`config.mk`:
```
export PLATFORM = sky130hd
export DESIGN_NAME = reset_clock_bringup
export DESIGN_NICKNAME = d
export VERILOG_FILES = /design/src/verilog/bringup_pkg.sv /design/src/verilog/reset_sync.sv /design/src/verilog/reset_clock_bringup.sv
export SDC_FILE = /design/constraint.sdc
export NUM_CORES = 1
export LEC_CHECK = 0
export BUFFER_PORTS_ARGS = -buffer_cell sky130_fd_sc_hd__buf_4
export CAP_MARGIN = 20
export CORE_MARGIN = 1
export CORE_UTILIZATION = 50
export DETAILED_ROUTE_END_ITERATION = 7
export PLACE_DENSITY_LB_ADDON = 0.3
export SLEW_MARGIN = 20
export SYNTH_ARGS = -nofsm -noshare
export SYNTH_HDL_FRONTEND = slang
export SYNTH_SLANG_ARGS = --single-unit
```
`constraint.sdc`:
```
create_clock -name mclk_in -period 1.8 [get_ports mclk_in]
set_input_delay 0.09 -clock mclk_in [delete_from_list [all_inputs] [get_ports mclk_in]]
set_output_delay 0.09 -clock mclk_in [all_outputs]
set_load 0.03 [all_outputs]
```
`src/verilog/bringup_pkg.sv`:
```
// Constants shared by the reset and clock bring-up sequencer
package bringup_pkg;
  // Pin and spread settings
  localparam int GP_PIN_COUNT = 83;
  localparam int SPREAD_W = 2;
  localparam logic [1:0] SPREAD_OFF = 2'h0;
  localparam logic [1:0] SPREAD_HALF = 2'h1;
  localparam logic [1:0] SPREAD_FULL = 2'h2;
  // Spread depths in tenths of a percent, centre spread
  localparam logic [3:0] SPREAD_DEPTH_HALF = 4'h5;
  localparam logic [3:0] SPREAD_DEPTH_FULL = 4'ha;
  // Triangle ramp: steps per half period at full and half depth
  localparam int RAMP_W = 8;
  localparam logic [7:0] RAMP_PEAK_FULL = 8'h64;
  localparam logic [7:0] RAMP_PEAK_HALF = 8'h32;
  // Primary PLL bring-up wait at power-up
  localparam int PLL_START_NS = 10000;
  localparam int CLK_PERIOD_NS = 10;
  localparam int PLL_START_CYCLES = (PLL_START_NS + CLK_PERIOD_NS - 1)
                                    / CLK_PERIOD_NS;
  localparam int SYNC_STAGES = 2;
  // Reset values
  localparam logic RST_ASSERTED = 1'b0;
  localparam logic RST_RELEASED = 1'b1;
  // Sequencer states
  typedef enum logic [2:0] {
    ST_POR     = 3'b000,
    ST_PLL_UP  = 3'b001,
    ST_SYS_RST = 3'b010,
    ST_RUN     = 3'b011
  } seq_state_t;
endpackage : bringup_pkg

```
`src/verilog/reset_sync.sv`:
```
// Reset synchroniser: asynchronous assert, synchronous release
`timescale 1ns/100ps
`default_nettype none
module reset_sync
  import bringup_pkg::*;
#(
  parameter int STAGES = SYNC_STAGES
) (
  input wire logic clk_in,
  input wire logic nrst_async_in,
  output logic nrst_sync_out
);
  if (STAGES < 2) begin : g_bad_stages
    $error("reset_sync needs two stages at least");
  end

  logic [STAGES-1:0] chain_r;

  always_ff @(posedge clk_in or negedge nrst_async_in) begin
    if (!nrst_async_in) begin
      chain_r <= '0;
    end else begin
      chain_r <= {chain_r[STAGES-2:0], 1'b1};
    end
  end

  assign nrst_sync_out = chain_r[STAGES-1];
endmodule : reset_sync
`default_nettype wire

```
`src/verilog/reset_clock_bringup.sv`:
```
// Reset and clock bring-up sequencer of the display controller
// How it works
// RULE1 - At power-up the primary PLL is started first, then normal power mode, then the common reset sequence; the code enters both in one cycle.
// RULE2 - Every reset source returns the device to normal power mode with no software action.
// RULE3 - During and right after system reset all general-purpose pins are high impedance.
// RULE4 - The primary PLL keeps running through all resets except power-up, which alone resets it.
// RULE5 - Leaving system reset releases only the processor and its peripheral resets; the rest wait for software. The code releases only cpu_nrst_out.
// RULE6 - After reset the processor domain clocks run at full rate.
// RULE7 - After reset all front-end clocks are off until software enables them.
// RULE8 - After reset the display link PLL is powered down, its clocks stopped and its resets asserted.
// RULE9 - After reset the differential link drivers are powered down with outputs in high impedance.
// RULE10 - Every reset driven out of the device stays asserted until the processor releases it.
// RULE11 - After system reset the processor fetches boot code from external flash.
// RULE12 - Firmware programs rates, enables the link PLL with dividers held, and waits for lock.
// RULE13 - Releasing the divider resets starts all link clocks; firmware then releases external resets.
// RULE14 - Link clock spreading is triangular centre spread of 0, 0.5 or 1.0 percent only.
// RULE15 - All 83 general-purpose pins default to inputs; alternate functions stay in reset except clocks and PWM.
// RULE16 - Reset sources are merged and synchronised: assert at once, release on the clock. In the code a pin source asserts it on the fifth clock edge.
`timescale 1ns/100ps
`default_nettype none
module reset_clock_bringup
  import bringup_pkg::*;
#(
  parameter int GPIO_N = GP_PIN_COUNT,
  parameter int PLL_WAIT = PLL_START_CYCLES
) (
  // Clock and reset
  input wire logic mclk_in,
  input wire logic nrst_in,
  // Reset sources
  input wire logic power_good_input_in,
  input wire logic watchdog_expired_in,
  input wire logic lamp_strike_in,
  // Firmware controls
  input wire logic front_clk_en_in,
  input wire logic display_link_pll_en_in,
  input wire logic display_link_pll_lock_in,
  input wire logic divider_release_in,
  input wire logic ext_reset_release_in,
  input wire logic periph_reset_release_in,
  input wire logic lvds_power_on_in,
  input wire logic [1:0] spread_sel_in,
  input wire logic gpio_release_in,
  // Power and clock state
  output logic primary_pll_run_out,
  output logic normal_power_out,
  output logic cpu_nrst_out,
  output logic cpu_full_rate_out,
  output logic boot_from_flash_out,
  output logic front_clk_en_out,
  output logic display_link_pll_pd_out,
  output logic divider_nrst_out,
  output logic link_clk_en_out,
  output logic lvds_pd_out,
  output logic lvds_oe_n_out,
  output logic [3:0] spread_depth_out,
  output logic [RAMP_W-1:0] spread_ramp_out,
  output logic periph_nrst_out,
  output logic ext_nrst_out,
  // General-purpose pin control
  output logic [GPIO_N-1:0] gpio_oe_n_out,
  output logic alt_func_nrst_out,
  output logic clk_pwm_alt_en_out
);
  if (GPIO_N < 1) begin : g_bad_gpio_n
    $error("GPIO_N must be positive");
  end
  if (PLL_WAIT < 1) begin : g_bad_pll_wait
    $error("PLL_WAIT must be at least one");
  end

  // ********************************************************
  // Reset source merge and synchronisation
  // ********************************************************
  logic [2:0] pg_sync_r;
  logic [2:0] wd_sync_r;
  logic [2:0] ls_sync_r;
  logic por_nrst;
  logic sys_nrst;
  logic src_fault_r;

  // Power-up reset alone clears the PLL start logic
  reset_sync #(.STAGES(SYNC_STAGES)) u_por_sync (
    .clk_in(mclk_in),
    .nrst_async_in(nrst_in),
    .nrst_sync_out(por_nrst)
  ); // RULE16

  // Pin sources pass three flops; stages 2 and 3 must agree
  always_ff @(posedge mclk_in or negedge nrst_in) begin
    if (!nrst_in) begin
      pg_sync_r <= 3'h0;
      wd_sync_r <= 3'h0;
      ls_sync_r <= 3'h0;
    end else begin
      pg_sync_r <= {pg_sync_r[1:0], power_good_input_in};
      wd_sync_r <= {wd_sync_r[1:0], watchdog_expired_in};
      ls_sync_r <= {ls_sync_r[1:0], lamp_strike_in};
    end
  end

  always_ff @(posedge mclk_in or negedge nrst_in) begin
    if (!nrst_in) begin
      src_fault_r <= 1'b1;
    end else if (pg_sync_r[2] == pg_sync_r[1] &&
                 wd_sync_r[2] == wd_sync_r[1] &&
                 ls_sync_r[2] == ls_sync_r[1]) begin
      src_fault_r <= !pg_sync_r[2] || wd_sync_r[2] || ls_sync_r[2]; // RULE2
    end
  end

  // ********************************************************
  // Bring-up sequencer
  // ********************************************************
  seq_state_t state_r;
  logic [31:0] wait_r;
  logic pll_up_r;

  // Primary PLL state only ever reset by power-up
  always_ff @(posedge mclk_in or negedge por_nrst) begin
    if (!por_nrst) begin
      state_r <= ST_POR;
      wait_r <= 32'h0000_0000;
      pll_up_r <= 1'b0;
    end else begin
      case (state_r)
        ST_POR: begin
          state_r <= ST_PLL_UP; // RULE1
          wait_r <= 32'h0000_0000;
        end
        ST_PLL_UP: begin
          pll_up_r <= 1'b1; // RULE4
          if (wait_r == 32'(PLL_WAIT - 1)) begin
            state_r <= ST_SYS_RST; // RULE1
          end else begin
            wait_r <= wait_r + 32'h0000_0001;
          end
        end
        ST_SYS_RST: begin
          if (!src_fault_r) state_r <= ST_RUN;
        end
        ST_RUN: begin
          if (src_fault_r) state_r <= ST_SYS_RST; // RULE2
        end
        default: state_r <= ST_POR;
      endcase
    end
  end

  // Merged system reset: any source asserts it, release is clocked
  // Registered so a multi-bit state change cannot glitch the async reset
  logic sys_run_r;
  always_ff @(posedge mclk_in or negedge por_nrst) begin
    if (!por_nrst) begin
      sys_run_r <= 1'b0;
    end else begin
      sys_run_r <= (state_r == ST_RUN) && !src_fault_r; // RULE16
    end
  end

  reset_sync #(.STAGES(SYNC_STAGES)) u_sys_sync (
    .clk_in(mclk_in),
    .nrst_async_in(sys_run_r),
    .nrst_sync_out(sys_nrst)
  ); // RULE16

  // ********************************************************
  // Power and processor domain
  // ********************************************************
  always_ff @(posedge mclk_in or negedge por_nrst) begin
    if (!por_nrst) begin
      primary_pll_run_out <= 1'b0;
      normal_power_out <= 1'b0;
    end else begin
      primary_pll_run_out <= pll_up_r; // RULE4
      normal_power_out <= pll_up_r; // RULE1 RULE2
    end
  end

  always_ff @(posedge mclk_in or negedge sys_nrst) begin
    if (!sys_nrst) begin
      cpu_nrst_out <= RST_ASSERTED;
      cpu_full_rate_out <= 1'b1; // RULE6
      boot_from_flash_out <= 1'b1; // RULE11
    end else begin
      cpu_nrst_out <= RST_RELEASED; // RULE5
      cpu_full_rate_out <= 1'b1;
      boot_from_flash_out <= 1'b1;
    end
  end

  // ********************************************************
  // Software-released domains
  // ********************************************************
  // Firmware strobes are sampled only once the processor runs
  always_ff @(posedge mclk_in or negedge sys_nrst) begin
    if (!sys_nrst) begin
      front_clk_en_out <= 1'b0; // RULE7
      periph_nrst_out <= RST_ASSERTED; // RULE5
      ext_nrst_out <= RST_ASSERTED; // RULE10
      gpio_oe_n_out <= '1; // RULE3 RULE15
      alt_func_nrst_out <= RST_ASSERTED; // RULE15
      clk_pwm_alt_en_out <= 1'b1;
    end else begin
      front_clk_en_out <= front_clk_en_in;
      periph_nrst_out <= periph_reset_release_in;
      // External resets follow the divider release
      ext_nrst_out <= ext_reset_release_in && divider_nrst_out; // RULE13
      gpio_oe_n_out <= '1;
      alt_func_nrst_out <= gpio_release_in;
      clk_pwm_alt_en_out <= 1'b1;
    end
  end

  // Link PLL powers up only on request; dividers wait for lock
  always_ff @(posedge mclk_in or negedge sys_nrst) begin
    if (!sys_nrst) begin
      display_link_pll_pd_out <= 1'b1; // RULE8
      divider_nrst_out <= RST_ASSERTED; // RULE8
      link_clk_en_out <= 1'b0;
      lvds_pd_out <= 1'b1; // RULE9
      lvds_oe_n_out <= 1'b1; // RULE9
    end else begin
      display_link_pll_pd_out <= !display_link_pll_en_in; // RULE12
      divider_nrst_out <= divider_release_in && display_link_pll_en_in
                          && display_link_pll_lock_in; // RULE12
      link_clk_en_out <= divider_nrst_out; // RULE13
      lvds_pd_out <= !(lvds_power_on_in && divider_nrst_out);
      lvds_oe_n_out <= !(lvds_power_on_in && divider_nrst_out);
    end
  end

  // ********************************************************
  // Triangular centre spread
  // ********************************************************
  logic [RAMP_W-1:0] ramp_r;
  logic ramp_up_r;
  logic [RAMP_W-1:0] peak;

  // Unsupported codes fall back to no spread
  always_comb begin
    case (spread_sel_in)
      SPREAD_HALF: peak = RAMP_PEAK_HALF;
      SPREAD_FULL: peak = RAMP_PEAK_FULL;
      default: peak = '0;
    endcase
  end

  always_ff @(posedge mclk_in or negedge sys_nrst) begin
    if (!sys_nrst) begin
      ramp_r <= '0;
      ramp_up_r <= 1'b1;
      spread_depth_out <= 4'h0;
      spread_ramp_out <= '0;
    end else begin
      case (spread_sel_in)
        SPREAD_HALF: spread_depth_out <= SPREAD_DEPTH_HALF; // RULE14
        SPREAD_FULL: spread_depth_out <= SPREAD_DEPTH_FULL; // RULE14
        default: spread_depth_out <= 4'h0;
      endcase
      if (!link_clk_en_out || peak == '0) begin
        ramp_r <= '0;
        ramp_up_r <= 1'b1;
      end else if (ramp_up_r) begin
        if (ramp_r >= peak) ramp_up_r <= 1'b0;
        else ramp_r <= ramp_r + 1'b1; // RULE14
      end else begin
        if (ramp_r == '0) ramp_up_r <= 1'b1;
        else ramp_r <= ramp_r - 1'b1; // RULE14
      end
      spread_ramp_out <= ramp_r;
    end
  end
endmodule : reset_clock_bringup
`default_nettype wire

```
# == Word level (Yosys, flattened, before mapping) ==
# Index checks and enable logic that the tools add are counted.
# totals
out_inout_bits,110
elab_cells,81
ff_bits,82
inputBits,15
# classes
eq_ne,15
reduce_logical,22
n_mux,16
n_addsub,3
magnitude_cmp,1
# op_table
cell,n
32-bit case mux with 2 select lines,1
"32-bit by 1-bit adder with 32-bit output, second input constant",1
"32-bit by 10-bit equality test with 1-bit output, second input constant",1
32-bit 2-to-1 mux,1
8-bit 2-to-1 mux,4
8-bit logical NOT,2
7-bit case mux with 2 select lines,1
3-bit case mux with 4 select lines,1
3-bit 2-to-1 mux,3
"8-bit by 1-bit adder with 8-bit output, second input constant",1
8-bit by 7-bit greater-or-equal comparator with 1-bit output,1
"2-bit != test, second input constant",4
4-bit case mux with 2 select lines,1
"8-bit by 1-bit subtractor with 8-bit output, second input constant",1
1-bit logical AND,7
"3-bit by 2-bit equality test with 1-bit output, second input constant",2
"3-bit != test, second input constant",2
1-bit logical NOT,5
1-bit 2-to-1 mux,4
2-bit AND reduction,2
1-bit equality test,3
"3-bit by 1-bit equality test with 1-bit output, second input constant",1
3-bit logical NOT,1
1-bit logical OR,3
other kinds (4),4

# == Depth between registers and ports, before layout ==
# Gate-level depths: netlist (run 1).
# depth
depth_word,6
mapped_depth,10
ltp_nobuf,10

# == By module ==
# Synthesis (run 1) repeated with hierarchy kept, for this count alone.
# unflattened
hier_cells,450
hier_area_um2,4434.3
# by_module_without_submodules
mod,instances,cells_per_inst,area_each_um2
reset_clock_bringup,1,444,4326.6
reset_sync,2,3,53.8

# == Worst setup path before layout (run 1) ==
# OpenSTA, ideal clock, no wires.
# synth_path
path_type,reg2reg
start,register ramp_r[1]
end,register ramp_r[4]
arrival_ns,2.018
n_path_buf,0
required_ns,1.735
setup_slack_ns,-0.282
stages_incl_launch_ff,9
path_cell_list,dfrtp_1 -> inv_1 -> ha_1 -> and3b_1 -> o41a_1 -> o31ai_2 -> a211oi_2 -> nor4b_1 -> a21o_1
# synth_between
elab_chain_cells,4
# synth_rtl
item,line,text
from (decl),reset_clock_bringup.sv:236,logic [RAMP_W-1:0] ramp_r;
from (signal assigned),reset_clock_bringup.sv:266,else ramp_r <= ramp_r + 1'b1;
from (signal assigned),reset_clock_bringup.sv:269,else ramp_r <= ramp_r - 1'b1;
8-bit by 1-bit subtractor with 8-bit output or 8-bit by 1-bit adder with 8-bit output (tied branches),"reset_clock_bringup.sv:269, reset_clock_bringup.sv:266",
"8-bit 2-to-1 mux, on equally long branches","reset_clock_bringup.sv:268, reset_clock_bringup.sv:265",
8-bit 2-to-1 mux,reset_clock_bringup.sv:264,end else if (ramp_up_r) begin
8-bit 2-to-1 mux,reset_clock_bringup.sv:261,if (!link_clk_en_out || peak == '0) begin
# Several ways; a longest one is shown, not always the timed one. The select of a mux whose other input is x is not followed.
# A chain may end at the register's enable or synchronous reset.

# == Final worst setup path (run 1) ==
# layout_path
start,register ramp_r[1]
end,register ramp_r[1]
# The elaborated chain is that of the path after synthesis.

==> results of run 1 <==
-- power by group --
| group | switching (mW) | internal (mW) |
|---|---|---|
| registers | 0.0181 | 1.81 |
| logic | 0.363 | 0.108 |
| clock network | 0.712 | 0.687 |
-- per-layer routing --
| metal | GRT usage | vias to the layer above | wire [µm] |
|---|---|---|---|
| met3 | 0.0427 | 29 | 461 |
| met4 | 0.0920 | 0 | 261 |
| met1 | 0.278 | 1736 | 4230 |
| li1 | - | 1679 | - |
| met2 | 0.392 | 122 | 5490 |
| met5 | 0 | - | 0 |
-- final cells by class --
class | instances | share of cell area
multi-input cells | 344 | 0.399
flip-flops and latches | 79 | 0.338
repair buffers | 142 | 0.197
clock buffers | 10 | 0.0235
inverters | 15 | 0.00959
clock inverters | 6 | 0.0113
well taps | 105 | 0.0224
-- stage by stage --
| stage | setup slack [ns] | instance area, µm² |
|---|---|---|
| after floorplan | -0.268 | 4770 |
| after global placement | -0.366 | 5060 |
| after detailed placement | -0.500 | 5060 |
| after CTS | -0.323 | 5670 |
| after global routing | -0.428 | 5870 |
| final | -0.367 | 5870 |
-- placed cells by master, fill, tap and decap left out, drive strengths merged, types with 4 or more instances in the layout --
cell         count
dfrtp           75
a21oi           14
buf            130
dfstp            4
and3             6
nor2            24
xnor2            5
nand4           11
nand3           18
nor4             8
nand2           32
dlygate4sd3     12
o21ai           42
nor2b            5
clkbuf          10
mux2i           10
conb            89
inv             17
ha              14
and2             4
nor3            15
a31oi            7
-- registers in the layout, indices dropped and copies added (netlist names), 2 cells and up --
name and count:
state_r 2, ramp_r 8, u_sys_sync.chain_r 2, wait_r 32, pg_sync_r 3, ls_sync_r 3, spread_depth_out 2, u_por_sync.chain_r 2
spread_ramp_out 8, wd_sync_r 3
-- worst paths after layout --
check | from | end | slack (ns) | cells after the start
min reg2reg | sys_run_r | u_sys_sync.chain_r[1] | 0.03 | 0
max in group asynchronous | u_por_sync.chain_r[1] | wait_r[25] | 1.16 | 1
max reg2reg | ramp_r[1] | ramp_r[1] | -0.37 | 8
max | ramp_r[1] | ramp_r[1] | -0.37 | 8
min in group asynchronous | sys_run_r | u_sys_sync.chain_r[1] | 0.03 | 0
min | spread_sel_in[1] | spread_depth_out[1] | 0.006 | 2
-- cell families after synthesis --
group,share of synthesized area
adder cells (fa/ha/maj),0.0441
other,0.000848
flip-flops,0.448
AO/OA/AOI/OAI,0.119
AND/OR/NAND/NOR,0.170
buffers and inverters,0.179
XOR/XNOR,0.0139
multiplexers,0.0252
-- repair_timing --
action                                 4_1_cts  5_1_grt
pin swaps                                   30        6
endpoints found under the hold margin       22        0
cloned                                       2        0
setup buffers                                7        6
resized for setup                           54       39
setup endpoints to repair                   35       35
hold buffers                                12        0
==> metrics.cfg, run 1 <==
[grt]
overflow = 0
grt_pass1_vias = 3435
grt_first_pass_wirelength_mm = 15.8
antenna_found_initial = 0
grt_usage = 0.227
grt_max_degree = 38

[logic_synthesis]
syn-cell-area_um2 = 4420
ys_warn_count = 0
synth.top_cells.by_count = 91 x buf_4, 75 x dfrtp_1, 38 x o21ai_0
synthCells = 450
synth_area_leader_cell = dfrtp_1
yosysTopAreaCellShare = 0.424
synthTopCellsByArea = dfrtp_1 42%, buf_4 15%, o21ai_0 4.3%
ys.flop_type = dfrtp_1
yosysMostFrequentCell = buf_4
synth_edf_count = 0
synth.distinct_cells = 58
yosysSeqAreaShare = 0.448
synth-async-reset-ratio = 1.00
ys_ff_latch = 79
avgSynthCellArea_um2 = 9.83

[layout]
final.fill_count = 605
area_growth_pct = 32.7
antennaDiodeCount = 0
fin_util = 0.700
regArea_um2 = 1980
finalNonFillerCells = 701
layout.nets = 621
multiInputGateArea_um2 = 2340
drive_gt1_frac = 0.376

[die]
dieArea_um2 = 9220
die_w_um = 96.0
start_util = 0.528
fp.dieH_um = 96.0
core_um2 = 8380
row_count = 33
ioPinCount = 125

[sta]
period_minus_slack_ns = 2.17
hold_viol = 0
setup_tns_ns = -7.54
tightest_slew_ns = 0.619
slew_viol_final = 0
slew_headroom = 0.586
period_share = 1.20
fin_ws_ns = -0.367
fin_hold_ws_ns = 0.00559
clock_skew_ns = 0.0137
setup_viol = 30
rsz0062_at_grt = true
fmax_mhz = 461

[placement]
hpwl_mm = 6.53
numPortBuffers = 38
dp.cells = 659
gp_congestion = 0.848

[routing]
wl_per_cell_um = 14.9
vias_per_cell = 5.09
drt-pass1-iter-count = 4
antenna_left = 0
drc = 0
dr_total_vias = 3566
drtIter0Drc = 177
wl_mm = 10.4

[clock_network]
path_clk_slew_ns = 0.08
cts_sinks = 79
clockRootBuffer = clkbuf_8
clock_latency_ns = 0.37
cts_tree = yes
clock_path_buffers = 2
cts_buffers = 9
cts_max_level = 3

[worst_setup_path]
critical_path_class = flip-flop to flip-flop
start_kind = flip-flop
cp_slowest_stage_delay_ns = 0.39
cp_slowest_cell = dfrtp_1
worst_ep_arrival_time_ns = 2.45
critical_path.top_delay_family = compound AO/OA/AOI/OAI gates
cp-end-kind = flip-flop
critPathBufInv = 1
worstPathRequired_ns = 2.08
path_cells = inv_2 > ha_4 > and3b_1 > o41a_1 > o31ai_4 > a211oi_4 > or3_4 > o21ai_1
worstPathMaxFanout = 5

[run]
drv_cap = 0

[pwr]
total_power_mw = 3.70
peakVddDrop_v = 0.000547
power_leakage_nw = 2.88
power_per_cell_area_nw_per_um2 = 630

[run_status]
outcome = complete, but fails checks
violations = setup timing

[worst_hold_path]
hold_path_class = input port to flip-flop

No activity file was read; power rests on OpenSTA's default activity.
==> run 2: changes to the inputs <==
==> constraint.sdc (replaced) <==
create_clock -name mclk_in -period 2.29 [get_ports mclk_in]
set_input_delay 0.1145 -clock mclk_in [delete_from_list [all_inputs] [get_ports mclk_in]]
set_output_delay 0.1145 -clock mclk_in [all_outputs]
set_load 0.03 [all_outputs]
==> run 2 against run 1 <==
Power decreased by 22%. Cell count decreased by 9.6%. Non-clock buffer count decreased by 66. Largest power group unchanged. Die area unchanged. Clock power decreased by 21%. Flip-flop and latch count unchanged. Critical path depth increased by 2. First-iteration DRC count decreased by 42%. Sequential power decreased by 21%. Count of clock-buffer cells in the layout decreased by 1. Combinational power decreased by 25%. The flow still finishes with violations (setup timing).
==> metrics.cfg, run 2 (same netlist as run 1, synthesis figures left out) <==
[sta]
setup_tns_ns = -0.0518  ; was -7.54 ns
hold_viol = 0  ; unchanged
fmax_mhz = 427  ; was 461 MHz
clock_skew_ns = 0.00914  ; was 0.0137 ns
fin_ws_ns = -0.0518  ; was -0.367 ns
fin_hold_ws_ns = 0.0111  ; was 0.00559 ns
tightest_slew_ns = 0.524  ; was 0.619 ns
setup_viol = 1  ; was 30
rsz0062_at_grt = true  ; unchanged
period_minus_slack_ns = 2.34  ; was 2.17 ns
slew_headroom = 0.647  ; was 0.586
period_share = 1.02  ; was 1.20
slew_viol_final = 0  ; unchanged

[placement]
numPortBuffers = 38  ; unchanged
gp_congestion = 0.857  ; was 0.848
hpwl_mm = 5.87  ; was 6.53 mm
placed_area_um2 = 4570  ; was 5060 µm²

[grt]
antenna_found_initial = 0  ; unchanged
grt_first_pass_wirelength_mm = 13.7  ; was 15.8 mm
grt_usage = 0.195  ; was 0.227
grt_pass1_vias = 2948  ; was 3,435
overflow = 0  ; unchanged
grt_max_degree = 38  ; unchanged

[worst_setup_path]
rr_endpoint = ramp_r[7]  ; was ramp_r[1]
worst_ep_arrival_time_ns = 2.58  ; was 2.45 ns
r2r_cells = 10  ; was 8
start_kind = flip-flop  ; unchanged
worstPathMaxFanout = 5  ; unchanged
r2r-start = ramp_up_r  ; was ramp_r[1]
critical_path_class = flip-flop to flip-flop  ; unchanged
worstPathRequired_ns = 2.52  ; was 2.08 ns
crit_end = ramp_r[7]  ; was ramp_r[1]
rrSetupSlack_ns = -0.05  ; was -0.37 ns
cp-end-kind = flip-flop  ; unchanged
crit_path_start = ramp_up_r  ; was ramp_r[1]

[die]
row_count = 33  ; unchanged
core_um2 = 8380  ; unchanged
die_w_um = 96.0  ; unchanged
fp.dieH_um = 96.0  ; unchanged
start_util = 0.528  ; unchanged
dieArea_um2 = 9220  ; unchanged
ioPinCount = 125  ; unchanged

[routing]
wl_met3_um = 461  ; unchanged
dr_total_vias = 3276  ; was 3,566
drc = 0  ; unchanged
met2_length_mm = 4.62  ; was 5.49 mm
antenna_left = 0  ; unchanged
drt-pass1-iter-count = 4  ; unchanged
drtIter0Drc = 102  ; was 177
wl_mm = 9.14  ; was 10.4 mm
wl_per_cell_um = 14.4  ; was 14.9 µm
top_layer = met4  ; unchanged
met1_length_mm = 3.88  ; was 4.23 mm
vias_per_cell = 5.17  ; was 5.09

[worst_hold_path]
hp-start = divider_release_in  ; was spread_sel_in[1]
hold_path_class = input port to flip-flop  ; unchanged

[layout]
drive_gt1_frac = 0.217  ; was 0.376
fin_area_um2 = 5100  ; was 5870 µm²
largest_reg_flops = 32  ; unchanged
layout.nets = 554  ; was 621
reg_top3 = wait_r: 32 flops, ramp_r: 8 flops, spread_ramp_out: 8 flops  ; unchanged
multiInputGateArea_um2 = 2120  ; was 2340 µm²
area_growth_pct = 15.5  ; was 32.7%
layout_commonest_cell = conb_1  ; was buf_4
final.fill_count = 662  ; was 605
fin_util = 0.609  ; was 0.700
regArea_um2 = 1980  ; about the same
antennaDiodeCount = 0  ; unchanged
most-common-layout-cells = 89 x conb_1, 75 x dfrtp_1, 64 x buf_4  ; was 117 x buf_4, 89 x conb_1, 74 x dfrtp_1
top_register = wait_r  ; unchanged

[run_status]
violations = setup timing  ; unchanged
outcome = complete, but fails checks  ; unchanged

[pwr]
total_power_mw = 2.89  ; was 3.70 mW
power_leakage_nw = 2.46  ; was 2.88 nW
peakVddDrop_v = 0.000407  ; was 0.000547 V
power_per_cell_area_nw_per_um2 = 565  ; was 630 nW/µm²

[clock_network]
clock_path_buffers = 2  ; unchanged
cts_sinks = 79  ; unchanged
clockRootBuffer = clkbuf_8  ; unchanged
clock_latency_ns = 0.35  ; was 0.37 ns
path_clk_slew_ns = 0.09  ; was 0.08 ns
cts_buffers = 9  ; unchanged
cts_tree = yes  ; unchanged
cts_max_level = 3  ; unchanged

[run]
drv_cap = 0  ; unchanged

## run 2: changes by cell type in the layout (fill, tap and decap cells not counted), moves of 5 or more
cell | before | now
buf_4 | 117 | 64
buf_6 | 12 | 2
nand3_1 | 11 | 17
nand3_2 | 6 | 1
o21ai_0 | 7 | 37
o21ai_1 | 20 | 4
o21ai_2 | 14 | 0
## run 2: timing repair
item / CTS / global route
setup endpoints to repair: 4 / 7
endpoints found under the hold margin: 21 / 0
hold buffers: 10 / 0
buffers inserted: 0 / 10
pin swaps: 0 / 7
gates resized for setup: 3 / 20
## run 2: area by class of cell
class,instances,area share
Timing Repair Buffer,76,0.118
Inverter,15,0.0118
Clock buffer,9,0.0243
Tap cell,105,0.0257
Sequential cell,79,0.388
Clock inverter,7,0.0169
Multi-Input combinational cell,343,0.415
## run 2: layer usage
layer	vias to the layer above	global-route usage
met4	0	0.0784
met1	1581	0.248
met2	130	0.326
li1	1548	-
met3	17	0.0387
met5	-	0
## run 2: how the worst min path moves through the flow
stage | to | slack [ns] | depth (start not counted)
after global routing | divider_nrst_out | 0.02 | 2
final | divider_nrst_out | 0.01 | 2
after global placement | ls_sync_r[0] | -0.04 | 1
after floorplan | ls_sync_r[0] | -0.18 | 0
after CTS | divider_nrst_out | 0.002 | 2
after detailed placement | ls_sync_r[1] | -0.04 | 1
## run 2: power by group
part,internal [mW],total [mW],switching [mW]
sequential,1.42,1.44,0.0146
combinational,0.0727,0.351,0.278
clock,0.529,1.10,0.572
## run 2: worst max-delay path: stages (launching register included)
cell	delay, ns
dfstp_2	0.57
clkinvlp_4	0.20
buf_6	0.18
buf_4	0.12
ha_1	0.31
nor2_1	0.07
nor2_2	0.20
o41ai_4	0.13
xnor2_2	0.17
o211ai_1	0.18
o31ai_1	0.10
## run 2: per-stage QoR
step,setup slack [ns],cells
6_report,-0.0518,634
5_1_grt,-0.134,634
3_5_place_dp,-0.0187,598
2_1_floorplan,0.208,538
3_3_place_gp,0.0723,598
4_1_cts,0.0208,624
==> run 3: changes to the inputs <==
--- a/config.mk
+++ b/config.mk
@@ -11,7 +11,9 @@
 export CORE_UTILIZATION = 50
 export DETAILED_ROUTE_END_ITERATION = 7
 export PLACE_DENSITY_LB_ADDON = 0.3
+export SETUP_SLACK_MARGIN = 0.3
 export SLEW_MARGIN = 20
 export SYNTH_ARGS = -nofsm -noshare
 export SYNTH_HDL_FRONTEND = slang
 export SYNTH_SLANG_ARGS = --single-unit
+export TNS_END_PERCENT = 50
==> run 3 against run 2 <==
The flow now finishes without violations. Flip-flop and latch count stayed put. Clock power down 13%. Clock skew is 0.0021 ns higher. Via count rose by 2.1%. Die area stayed put. Routed wire length rose by 0.85%. Fmax is 6.9% higher. Critical path depth down 1. Count of clock-buffer cells in the layout increased by 2. Combinational power about the same. Critical path type unchanged. Largest cell class unchanged.
==> metrics.cfg, run 3 (same netlist as run 1, synthesis figures left out) <==
[run_status]
outcome = finished, final reports clean  ; was complete, but fails checks

[layout]
layout_commonest_cell = conb_1  ; unchanged
fin_util = 0.634  ; was 0.609
largest_reg_flops = 32  ; unchanged
antennaDiodeCount = 0  ; unchanged
area_growth_pct = 20.1  ; was 15.5%
drive_gt1_frac = 0.279  ; was 0.217
most-common-layout-cells = 89 x conb_1, 70 x dfrtp_1, 67 x buf_4  ; was 89 x conb_1, 75 x dfrtp_1, 64 x buf_4
top_register = wait_r  ; unchanged
layout.nets = 566  ; was 554
finalNonFillerCells = 646  ; was 634
reg_top3 = wait_r: 32 flops, ramp_r: 8 flops, spread_ramp_out: 8 flops  ; unchanged

[worst_setup_path]
worstPathRequired_ns = 2.51  ; was 2.52 ns
worst_ep_arrival_time_ns = 2.41  ; was 2.58 ns
cp-end-kind = flip-flop  ; unchanged
worstPathMaxFanout = 5  ; unchanged
start_kind = flip-flop  ; unchanged
critical_path_class = flip-flop to flip-flop  ; unchanged

[die]
fp.dieH_um = 96.0  ; unchanged
start_util = 0.528  ; unchanged
die_w_um = 96.0  ; unchanged
core_um2 = 8380  ; unchanged
dieArea_um2 = 9220  ; unchanged
ioPinCount = 125  ; unchanged
row_count = 33  ; unchanged

[routing]
vias_per_cell = 5.18  ; was 5.17
drtIter0Drc = 169  ; was 102
drc = 0  ; unchanged
drt-pass1-iter-count = 4  ; unchanged
dr_total_vias = 3345  ; was 3,276
antenna_left = 0  ; unchanged
wl_mm = 9.22  ; was 9.14 mm
wl_per_cell_um = 14.3  ; was 14.4 µm

[pwr]
power_leakage_nw = 2.52  ; was 2.46 nW
p_sw_frac = 0.298  ; was 0.300
combinationalPowerShare = 0.129  ; was 0.121
cellInternalPower_mw = 1.93  ; was 2.02 mW
p_clk_frac = 0.348  ; was 0.381
switchingPower_uw = 817  ; was 865 µW
power_per_cell_area_nw_per_um2 = 517  ; was 565 nW/µm²
p_seq_frac = 0.523  ; was 0.497
peakVddDrop_v = 0.000409  ; was 0.000407 V

[placement]
place_ws_ns = -0.0364  ; was -0.0187 ns
numPortBuffers = 38  ; unchanged
dp.cells = 595  ; was 598
gp_congestion = 0.890  ; was 0.857
hpwl_mm = 5.96  ; was 5.87 mm

[clock_network]
cts_buffers = 9  ; unchanged
clock_latency_ns = 0.35  ; about the same
cts_max_level = 3  ; unchanged
cts_sinks = 79  ; unchanged
path_clk_slew_ns = 0.08  ; was 0.09 ns
clock_path_buffers = 2  ; unchanged
clockRootBuffer = clkbuf_8  ; unchanged
cts_tree = yes  ; unchanged

[sta]
period_share = 0.957  ; was 1.02
rsz0062_at_grt = true  ; unchanged
clock_skew_ns = 0.0112  ; was 0.00914 ns
fin_ws_ns = 0.0995  ; was -0.0518 ns
tightest_slew_ns = 0.499  ; was 0.524 ns
fin_hold_ws_ns = 0.0273  ; was 0.0111 ns
slew_headroom = 0.667  ; was 0.647
fmax_mhz = 457  ; was 427 MHz
setup_viol = 0  ; was 1
hold_viol = 0  ; unchanged
slew_viol_final = 0  ; unchanged
period_minus_slack_ns = 2.19  ; was 2.34 ns

[grt]
grt_usage = 0.205  ; was 0.195
grt_pass1_vias = 2988  ; was 2,948
overflow = 0  ; unchanged
grt_first_pass_wirelength_mm = 14.3  ; was 13.7 mm
antenna_found_initial = 0  ; unchanged
grt_max_degree = 38  ; unchanged

[run]
drv_cap = 0  ; unchanged

[worst_hold_path]
hold_path_class = flip-flop to async pin  ; was input port to flip-flop

[run 3: cell count changes in the layout (fill, tap and decap cells not counted), sizes merged]
cell         change
buf             +10
bufinv           -1
clkbuf           +2
clkinvlp         +1
dlygate4sd3      +1
inv              -2
nor2b            +1
[run 3: final timing paths]
path	from	end	slack (ns)	depth (start not counted)
setup / recovery	ramp_up_r	ramp_r[7]	0.1	9
hold / removal	sys_run_r	u_sys_sync.chain_r[1]	0.03	0
setup reg to reg	ramp_up_r	ramp_r[7]	0.1	9
hold reg to reg	sys_run_r	u_sys_sync.chain_r[1]	0.03	0
max in group asynchronous	u_por_sync.chain_r[1]	wait_r[4]	1.63	1
min in group mclk_in	display_link_pll_lock_in	divider_nrst_out	0.03	2
[run 3: repair_timing]
item / in CTS / in global routing
hold buffers: 10 / 1
cloned: 1 / 0
resized for setup: 36 / 42
buffers inserted: 14 / 9
endpoints found under the hold margin: 21 / 1
setup endpoints to repair: 31 / 33
pin swaps: 10 / 20
[run 3: worst max-delay path: stages (launching register included)]
cell and delay (ns):
dfstp_2 0.56, clkinvlp_4 0.18, buf_6 0.18, ha_4 0.22, nand3_1 0.10, o221ai_2 0.11
o41ai_2 0.27, xnor2_1 0.15, o211ai_1 0.19, o31ai_1 0.10
[run 3: layer usage]
metal | up-vias | global-route usage | wire length (µm)
met5 | - | 0 | 0
met4 | 0 | 0.0759 | 156
met3 | 16 | 0.0450 | 481
met2 | 110 | 0.331 | 4700
met1 | 1651 | 0.271 | 3880
li1 | 1568 | - | -
[run 3: power by group through the flow]
stage	Clock, mW	Sequential (mW)	Combinational [mW]
6_report	0.956	1.43	0.354
2_1_floorplan	0	1.49	0.341
3_3_place_gp	0	1.46	0.319
5_1_grt	1.04	1.44	0.381
3_5_place_dp	0	1.46	0.321
4_1_cts	0.980	1.44	0.344
[run 3: area by class of cell]
class                           instances  area (µm²)
Fill cell                             668        3070
Tap cell                              105         131
Multi-Input combinational cell        344        2230
Inverter                               15        60.1
Timing Repair Buffer                   87         714
Clock buffer                           11         141
Sequential cell                        79        1990
Clock inverter                          5        41.3
[run 3: stage by stage]
stage                     total power [mW]  area, µm²  TNS [ns]
after floorplan                       1.84       4750         0
after global placement                1.78       4550         0
after detailed placement              1.78       4550   -0.0364
after CTS                             2.76       5120         0
after global routing                  2.86       5310         0
final                                 2.74       5310         0
